`config.mk`:
```
export PLATFORM = sky130hd
export DESIGN_NAME = exposure_start_trigger_control
export DESIGN_NICKNAME = d
export VERILOG_FILES = /design/src/verilog/exposure_start_trigger_control.v
export VERILOG_INCLUDE_DIRS = /design/src /design/src/verilog
export SDC_FILE = /design/constraint.sdc
export NUM_CORES = 1
export LEC_CHECK = 0
export BUFFER_PORTS_ARGS = -buffer_cell sky130_fd_sc_hd__buf_2
export CAP_MARGIN = 20
export CORE_ASPECT_RATIO = 1.4
export CORE_MARGIN = 10
export CORE_UTILIZATION = 27
export CTS_BUF_LIST = sky130_fd_sc_hd__clkbuf_8
export DETAILED_ROUTE_END_ITERATION = 8
export SYNTH_ARGS = -nofsm -noshare
export SYNTH_HDL_FRONTEND = slang
export SYNTH_SLANG_ARGS = --single-unit
```
`constraint.sdc`:
```
create_clock -name clock_i -period 4.25 [get_ports clock_i]
set_clock_uncertainty 0.2 [all_clocks]
set_input_delay 0.425 -clock clock_i [delete_from_list [all_inputs] [get_ports clock_i]]
set_output_delay 0.425 -clock clock_i [all_outputs]
set_load 0.01 [all_outputs]
```
`src/verilog/exposure_start_defs.vh`:
```
/*
 * Constants for the exposure start controller: register offsets, field
 * positions, reset values and timing counts.
 * Assumes a 50 MHz system clock and a 32-bit APB register bus.
 */
`ifndef EXPOSURE_START_DEFS_VH
`define EXPOSURE_START_DEFS_VH

// ==========================================================================
// Register byte offsets
`define REG_TRIG_MODE      4'h0
`define REG_SOFT_FIRE      4'h4
`define REG_SHUTTER        4'h8
`define REG_CAPTURE        4'hC

// ==========================================================================
// Trigger mode fields
`define TM_ENABLE_BIT      25
`define TM_POLARITY_BIT    24
`define TM_MODE_BIT        16
`define TM_SOURCE_LSB      21
`define TM_SOURCE_MSB      23
`define SRC_SOFTWARE       3'h7
`define MODE_PROGRAMMABLE  1'h0
`define MODE_LEVEL         1'h1
`define POL_FALLING        1'h0
`define POL_RISING         1'h1

// ==========================================================================
// Capture control fields
`define CAP_REPEAT_BIT     0
`define CAP_SINGLE_BIT     1
`define CAP_READOUT_BIT    2

// ==========================================================================
// Reset values and widths
`define SHUTTER_RESET      12'h064
`define SHUTTER_WIDTH      12

// ==========================================================================
// Timing
`define CLOCK_HZ           50000000
`define TIME_BASE_US       20
`define TIME_BASE_CYCLES   ((`TIME_BASE_US * `CLOCK_HZ) / 1000000)
`define SETUP_DELAY_CYCLES 16
`define READOUT_CYCLES     7'h40

`endif

```
`src/verilog/exposure_start_trigger_control.v`:
```
/*
 * Exposure start controller: software or external-pin trigger, programmable
 * or level-controlled exposure with a shutter-set minimum, and readout start.
 * Assumes an APB master on clock_i and four asynchronous trigger input ports.
 */
// The APB slave port and the address map are this design's own decisions.
// Notes on behaviour
// - Software source forces programmable exposure; level mode is ignored for it.
// - Software source starts exposure when the soft fire bit is written 1.
// - Programmable exposure ends after shutter value times time base.
// - Soft fire bit clears itself once its exposure has begun.
// - Source select 7 picks the software trigger.
// - Mode select 0 picks programmable exposure.
// - Exposure end launches readout and transmission of the image.
// - Repeat capture cleared stops further triggered captures.
// - Software trigger starts exposure with no setup latency.
// - Single-capture request waits a setup delay before exposing.
// - New exposure may start while previous readout is running.
// - External source detects the configured edge as start event.
// - Programmable external mode starts exposure on the active edge.
// - Level mode exposes from active edge until the opposite edge.
// - Level mode pulse not above minimum is extended to the minimum.
// - Level mode pulse above minimum sets the exposure length.
// - Exposure equals shutter value 1..4095 times 20 us time base.
// - Polarity 0 selects falling edge, 1 selects rising edge.
// - Mode select 1 picks level exposure, external sources only.
// - Source select 0..3 picks one of four input ports, 0 default.
`timescale 1ns/1ps
`default_nettype none
`include "exposure_start_defs.vh"

module exposure_start_trigger_control (
  input  wire        clock_i,                // 50 MHz system clock
  input  wire        nrst_i,                 // Asynchronous reset, active low
  input  wire        psel_i,                 // APB select
  input  wire        penable_i,              // APB access phase
  input  wire        pwrite_i,               // APB write
  input  wire [11:0] paddr_i,                // APB byte address
  input  wire [31:0] pwdata_i,               // APB write data
  output wire        pready_o,               // APB ready, always high
  output reg  [31:0] prdata_o,               // APB read data
  output wire        pslverr_o,              // APB error on unmapped address
  input  wire [3:0]  external_start_input_i, // Physical trigger input ports
  output wire        start_ready_flag_o,     // High when idle and no single capture is pending
  output reg         exposing_o,             // High during exposure
  output reg         readout_start_o         // Pulse: begin readout of image
);

  // ========================================================================
  // State encodings
  localparam [1:0] ST_IDLE  = 2'h0;
  localparam [1:0] ST_SETUP = 2'h1;
  localparam [1:0] ST_EXPO  = 2'h2;

  // ========================================================================
  // Registers
  reg                       trig_enable;
  reg                       trig_polarity;
  reg                       trig_mode;
  reg  [2:0]                trig_source;
  reg                       soft_fire;
  reg  [`SHUTTER_WIDTH-1:0] shutter;
  reg                       repeat_capture;
  reg                       single_capture;
  reg  [1:0]                state;
  reg  [9:0]                base_cnt;
  reg  [`SHUTTER_WIDTH-1:0] units;
  reg                       min_done;
  reg                       level_held;
  reg  [4:0]                setup_cnt;
  reg  [6:0]                readout_cnt;
  reg  [3:0]                pin_meta;
  reg  [3:0]                pin_sync;
  reg                       pin_last;

  // ========================================================================
  // Decoding
  function is_reg;
    input [11:0] addr;
    input [3:0]  offs;
    begin
      is_reg = (addr == {8'h00, offs});
    end
  endfunction

  wire        setup_phase = psel_i & ~penable_i;
  wire        wr_access   = psel_i & penable_i & pwrite_i;
  wire        mapped      = is_reg(paddr_i, `REG_TRIG_MODE) | is_reg(paddr_i, `REG_SOFT_FIRE) |
                            is_reg(paddr_i, `REG_SHUTTER) | is_reg(paddr_i, `REG_CAPTURE);
  wire        use_soft    = (trig_source == `SRC_SOFTWARE);
  wire        level_mode  = (trig_mode == `MODE_LEVEL) & ~use_soft;
  wire        sel_pin     = pin_sync[trig_source[1:0]];
  wire        rise        = sel_pin & ~pin_last;
  wire        fall        = ~sel_pin & pin_last;
  wire        active_lvl  = (trig_polarity == `POL_RISING) ? sel_pin : ~sel_pin;
  wire        active_edge = (trig_polarity == `POL_RISING) ? rise : fall;
  wire        ext_ok      = ~use_soft & trig_source[2] == 1'b0;
  wire        armed       = trig_enable & repeat_capture;
  wire        idle        = (state == ST_IDLE);
  wire        soft_go     = idle & armed & use_soft & soft_fire;
  wire        ext_go      = idle & armed & ext_ok & active_edge;
  wire        single_go   = idle & single_capture & ~armed;
  wire        base_tick   = (base_cnt == `TIME_BASE_CYCLES - 1);
  wire        exp_end;

  assign pready_o           = 1'b1;
  assign pslverr_o          = psel_i & penable_i & ~mapped;
  assign start_ready_flag_o = idle & ~single_capture;

  // Programmable ends on minimum; level waits for both minimum and release
  assign exp_end = (state == ST_EXPO) & (level_mode ? (min_done & ~level_held) : min_done);

  // ========================================================================
  // Input synchroniser, first stage read only by the second
  always @(posedge clock_i or negedge nrst_i) begin
    if (!nrst_i) begin
      pin_meta <= 4'h0;
      pin_sync <= 4'h0;
      pin_last <= 1'b0;
    end else begin
      pin_meta <= external_start_input_i;
      pin_sync <= pin_meta;
      pin_last <= sel_pin;
    end
  end

  // ========================================================================
  // Register writes
  always @(posedge clock_i or negedge nrst_i) begin
    if (!nrst_i) begin
      trig_enable    <= 1'b0;
      trig_polarity  <= `POL_RISING;
      trig_mode      <= `MODE_PROGRAMMABLE;
      trig_source    <= 3'h0;
      soft_fire      <= 1'b0;
      shutter        <= `SHUTTER_RESET;
      repeat_capture <= 1'b0;
    end else begin
      if (wr_access && is_reg(paddr_i, `REG_TRIG_MODE)) begin
        trig_enable   <= pwdata_i[`TM_ENABLE_BIT];
        trig_polarity <= pwdata_i[`TM_POLARITY_BIT];
        trig_mode     <= pwdata_i[`TM_MODE_BIT];
        trig_source   <= pwdata_i[`TM_SOURCE_MSB:`TM_SOURCE_LSB];
      end
      if (wr_access && is_reg(paddr_i, `REG_SHUTTER) && pwdata_i[11:0] != 12'h000) begin
        shutter <= pwdata_i[11:0];
      end
      if (wr_access && is_reg(paddr_i, `REG_CAPTURE)) begin
        repeat_capture <= pwdata_i[`CAP_REPEAT_BIT];
      end
      // A write of 1 wins over the self-clear in the same cycle
      if (wr_access && is_reg(paddr_i, `REG_SOFT_FIRE) && pwdata_i[0]) begin
        soft_fire <= 1'b1;
      end else if (soft_go) begin
        soft_fire <= 1'b0;
      end
    end
  end

  // ========================================================================
  // Single capture request, cleared once readout is launched while repeat capture is not armed
  always @(posedge clock_i or negedge nrst_i) begin
    if (!nrst_i) begin
      single_capture <= 1'b0;
    end else if (wr_access && is_reg(paddr_i, `REG_CAPTURE) && pwdata_i[`CAP_SINGLE_BIT]) begin
      single_capture <= 1'b1;
    end else if (exp_end && !armed) begin
      single_capture <= 1'b0;
    end
  end

  // ========================================================================
  // Exposure sequencer
  always @(posedge clock_i or negedge nrst_i) begin
    if (!nrst_i) begin
      state           <= ST_IDLE;
      base_cnt        <= 10'h000;
      units           <= 12'h000;
      min_done        <= 1'b0;
      level_held      <= 1'b0;
      setup_cnt       <= 5'h00;
      exposing_o      <= 1'b0;
      readout_start_o <= 1'b0;
    end else begin
      readout_start_o <= 1'b0;
      case (state)
        ST_IDLE: begin
          base_cnt   <= 10'h000;
          units      <= 12'h000;
          min_done   <= 1'b0;
          level_held <= 1'b1;
          setup_cnt  <= 5'h00;
          if (soft_go || ext_go) begin
            state      <= ST_EXPO;
            exposing_o <= 1'b1;
          end else if (single_go) begin
            state <= ST_SETUP;
          end
        end
        ST_SETUP: begin
          setup_cnt <= setup_cnt + 5'h01;
          if (setup_cnt == `SETUP_DELAY_CYCLES - 1) begin
            state      <= ST_EXPO;
            exposing_o <= 1'b1;
          end
        end
        ST_EXPO: begin
          // Level is re-read every cycle so a release before the minimum is kept
          if (!active_lvl) begin
            level_held <= 1'b0;
          end
          if (base_tick) begin
            base_cnt <= 10'h000;
            if (!min_done) begin
              units <= units + 12'h001;
              if (units + 12'h001 == shutter) begin
                min_done <= 1'b1;
              end
            end
          end else begin
            base_cnt <= base_cnt + 10'h001;
          end
          if (exp_end) begin
            state           <= ST_IDLE;
            exposing_o      <= 1'b0;
            readout_start_o <= 1'b1;
          end
        end
        default: begin
          state <= ST_IDLE;
        end
      endcase
    end
  end

  // ========================================================================
  // Readout busy counter; runs alongside the next exposure
  always @(posedge clock_i or negedge nrst_i) begin
    if (!nrst_i) begin
      readout_cnt <= 7'h00;
    end else if (readout_start_o) begin
      readout_cnt <= `READOUT_CYCLES;
    end else if (readout_cnt != 7'h00) begin
      readout_cnt <= readout_cnt - 7'h01;
    end
  end

  // ========================================================================
  // Read data, registered in the setup phase so it is stable at access
  always @(posedge clock_i or negedge nrst_i) begin
    if (!nrst_i) begin
      prdata_o <= 32'h00000000;
    end else if (setup_phase && !pwrite_i) begin
      prdata_o <= 32'h00000000;
      if (is_reg(paddr_i, `REG_TRIG_MODE)) begin
        prdata_o[`TM_ENABLE_BIT]                  <= trig_enable;
        prdata_o[`TM_POLARITY_BIT]                <= trig_polarity;
        prdata_o[`TM_MODE_BIT]                    <= trig_mode;
        prdata_o[`TM_SOURCE_MSB:`TM_SOURCE_LSB]   <= trig_source;
      end
      if (is_reg(paddr_i, `REG_SOFT_FIRE)) begin
        prdata_o[0] <= soft_fire;
      end
      if (is_reg(paddr_i, `REG_SHUTTER)) begin
        prdata_o[11:0] <= shutter;
      end
      if (is_reg(paddr_i, `REG_CAPTURE)) begin
        prdata_o[`CAP_REPEAT_BIT]  <= repeat_capture;
        prdata_o[`CAP_SINGLE_BIT]  <= single_capture;
        prdata_o[`CAP_READOUT_BIT] <= (readout_cnt != 7'h00);
        prdata_o[3]                <= exposing_o;
      end
    end
  end

endmodule

`default_nettype wire
```
==> results_dict.tcl <==
set metrics [dict create \
    rsz0062_at_grt "false" \
    hp-class "primary input to register" \
    clk_pin_slew_ps 100 \
    wire_per_inst_um 15.6 \
    cts_root_buf "clkbuf_8" \
    ys_warn_count 0 \
    die_width_um 127 \
    synth_top_flop_cell "dfrtp_1" \
    relSlewSlack 0.302 \
    use_met1 0.110 \
    antenna_found_initial 0 \
    drc 0 \
    busiest_layer "met2" \
    arrival_ps 2950 \
    synth.area.top_cells "dfrtp_1 48%, mux2_1 4.9%, a22o_1 3.0%" \
    dieArea_um2 21700 \
    drive_gt1_frac 0.198 \
    worstPathRequired_ps 4300 \
    period_needed_ps 2890 \
    slowest_stage "dfrtp_1" \
    fmax_mhz 346 \
    grt_use_total 0.0962 \
    dp_hpwl_um 7820 \
    ant_nets 0 \
    r2r_start "state[1]" \
    hold_violations 0 \
    ios 90 \
    globalplace.congestion 0.852 \
    die_height_um 170 \
    post-route-period-util 0.680 \
    cp-end-kind "register" \
    synth_cell_types 54 \
    worstSkewPairLatency_ps 370 \
    max_stage_delay_ps 800 \
    yosys.area.top_type_share 0.483 \
    ys_async_sr_fraction 1.00 \
    grt_max_degree 60 \
    timing.hold.ws_ps 70.3 \
    start_util 0.277 \
    avgViaCountPerCell 5.01 \
    p_per_area_nw_per_um2 295 \
    n_antenna_cell 0 \
    placed_cell_area_um2 4800 \
    regToRegSetupSlack_ps 1360 \
    finalMaxSlewViolations 0 \
    grt_pass1_vias 3559 \
    netlist_area_um2 4350 \
    port_buffers 60 \
    path_max_fanout 21 \
    max_cap_violations 0 \
    p_leak_nw 2.38 \
    irDropWorstVdd_v 0.000247 \
    setup_viol 0 \
    cts_tree "yes" \
    firstDrtPassIters 4 \
    critPathLaunch "state[1]" \
    yosysTopAreaCell "dfrtp_1" \
    vias 3358 \
    path_cells "nor2b_1 > o31ai_1 > clkbuf_2 > o41ai_1" \
    grtUsageMet2 0.166 \
    ys_ff_latch 88 \
    core_area_um2 15700 \
    synth_common_cells "84 x dfrtp_1, 28 x nand2_1, 23 x nor2_1, 22 x o21ai_0, 20 x o21ai_1" \
    fin_setup_tns_ps 0 \
    final_cell_area_um2 5040 \
    cts_made_buffers 9 \
    met3_usage 0.0211 \
    rows 54 \
    synth.most_common_cell "dfrtp_1" \
    final_nets 528 \
    htreeDepth 3 \
    crit_type "register to register" \
    clkSinkCount 88 \
    grt_pass1_wl_um 17400 \
    overflow 0 \
    synth_area_per_cell_um2 10.7 \
    yosysSeqAreaShare 0.507 \
    area_growth_pct 15.8 \
    wl_um 10400 \
    outcome "complete, no violations" \
    pre_cts_slack_ps 1330 \
    holdCritStartpoint "pwdata_i[21]" \
    drtIter0Drc 409 \
    fin_ws_ps 1360 \
    ctsResizeCount 0 \
    cts.path.max_buffers 2 \
    syn_inst 405 \
    worstMarginPinSlew_ps 1040 \
    synth-edff-count 0 \
    cp-start-kind "register" \
]
## area by class of cell
type / instances / area [um^2]
fillers: 1610 / 10700
flip-flops and latches: 88 / 2210
multi-input cells: 292 / 1990
repair buffers: 68 / 373
well taps: 196 / 245
clock buffers: 9 / 124
clock inverters: 7 / 61.3
inverters: 10 / 37.5
## power by group
part           switching, mW  internal, mW  leakage, nW
sequential           0.00737         0.846         1.18
clock                  0.328         0.226       0.0945
combinational         0.0507        0.0301         1.11
## path summary, 6_finish.rpt
path / cells past startpoint / endpoint
hold reg to reg: 0 / pin_sync[2]
setup reg to reg: 4 / base_cnt[5]
setup / recovery: 4 / base_cnt[5]
hold / removal: 2 / trig_source[0]
max in group asynchronous: 3 / shutter[5]
min in group asynchronous: 2 / readout_cnt[4]
## worst max-delay path, delay by kind of cell, from the launching register on
family	cells	cell delay (ps)
AOI/OAI and AO/OA	2	720
buffers and inverters	1	250
DFF	1	800
and+or+nand+nor	1	800
## registers in the layout, indices dropped and copies added, names as in the netlist, 4 cells and up
signal / flops
pin_sync: 4
base_cnt: 10
units: 12
shutter: 12
pin_meta: 4
prdata_o: 18
readout_cnt: 7
setup_cnt: 5
## layout by cell type (no fill, tap or decap), types with 12 or more instances in the layout
cell type	synthesis	layout
o31ai_1	12	12
o21ai_1	20	20
nand2_1	28	28
mux2_1	19	19
nand3_1	15	15
buf_2	2	59
o21ai_0	22	22
dfrtp_1	84	84
nor2_1	23	23
conb_1	2	15
a22o_1	15	15
## kinds of logic (layout without fill, tap and decap cells)
logic type	Yosys count	count (layout)	synth area share
AND/OR/NAND/NOR	123	123	0.165
AO/OA/AOI/OAI	100	100	0.148
flip-flops	88	88	0.507
buffers and inverters	38	94	0.0463
multiplexers	27	27	0.0707
XOR/XNOR	21	21	0.0440
adder cells (fa/ha/maj)	6	6	0.0172
other	2	15	0.00173
## layer usage
metal	wire length (um)	part of all wire
met1	4390	0.42
met2	5440	0.52
met3	411	0.039
met4	189	0.018
met5	0	0
## stage by stage
stage          power, mW  cells   util
2_1_floorplan      0.907    418      -
3_3_place_gp       0.946    648  0.305
3_5_place_dp       0.948    648  0.305
4_1_cts             1.51    669  0.320
5_1_grt             1.55    670  0.320
6_report            1.49    670  0.320
## what timing repair did
item / 4_1_cts / 5_1_grt
hold buffers: 5 / 0
endpoints found under the hold margin: 59 / 0
setup buffers: 0 / 0
Note: power is estimated with default switching activity, not from simulation.
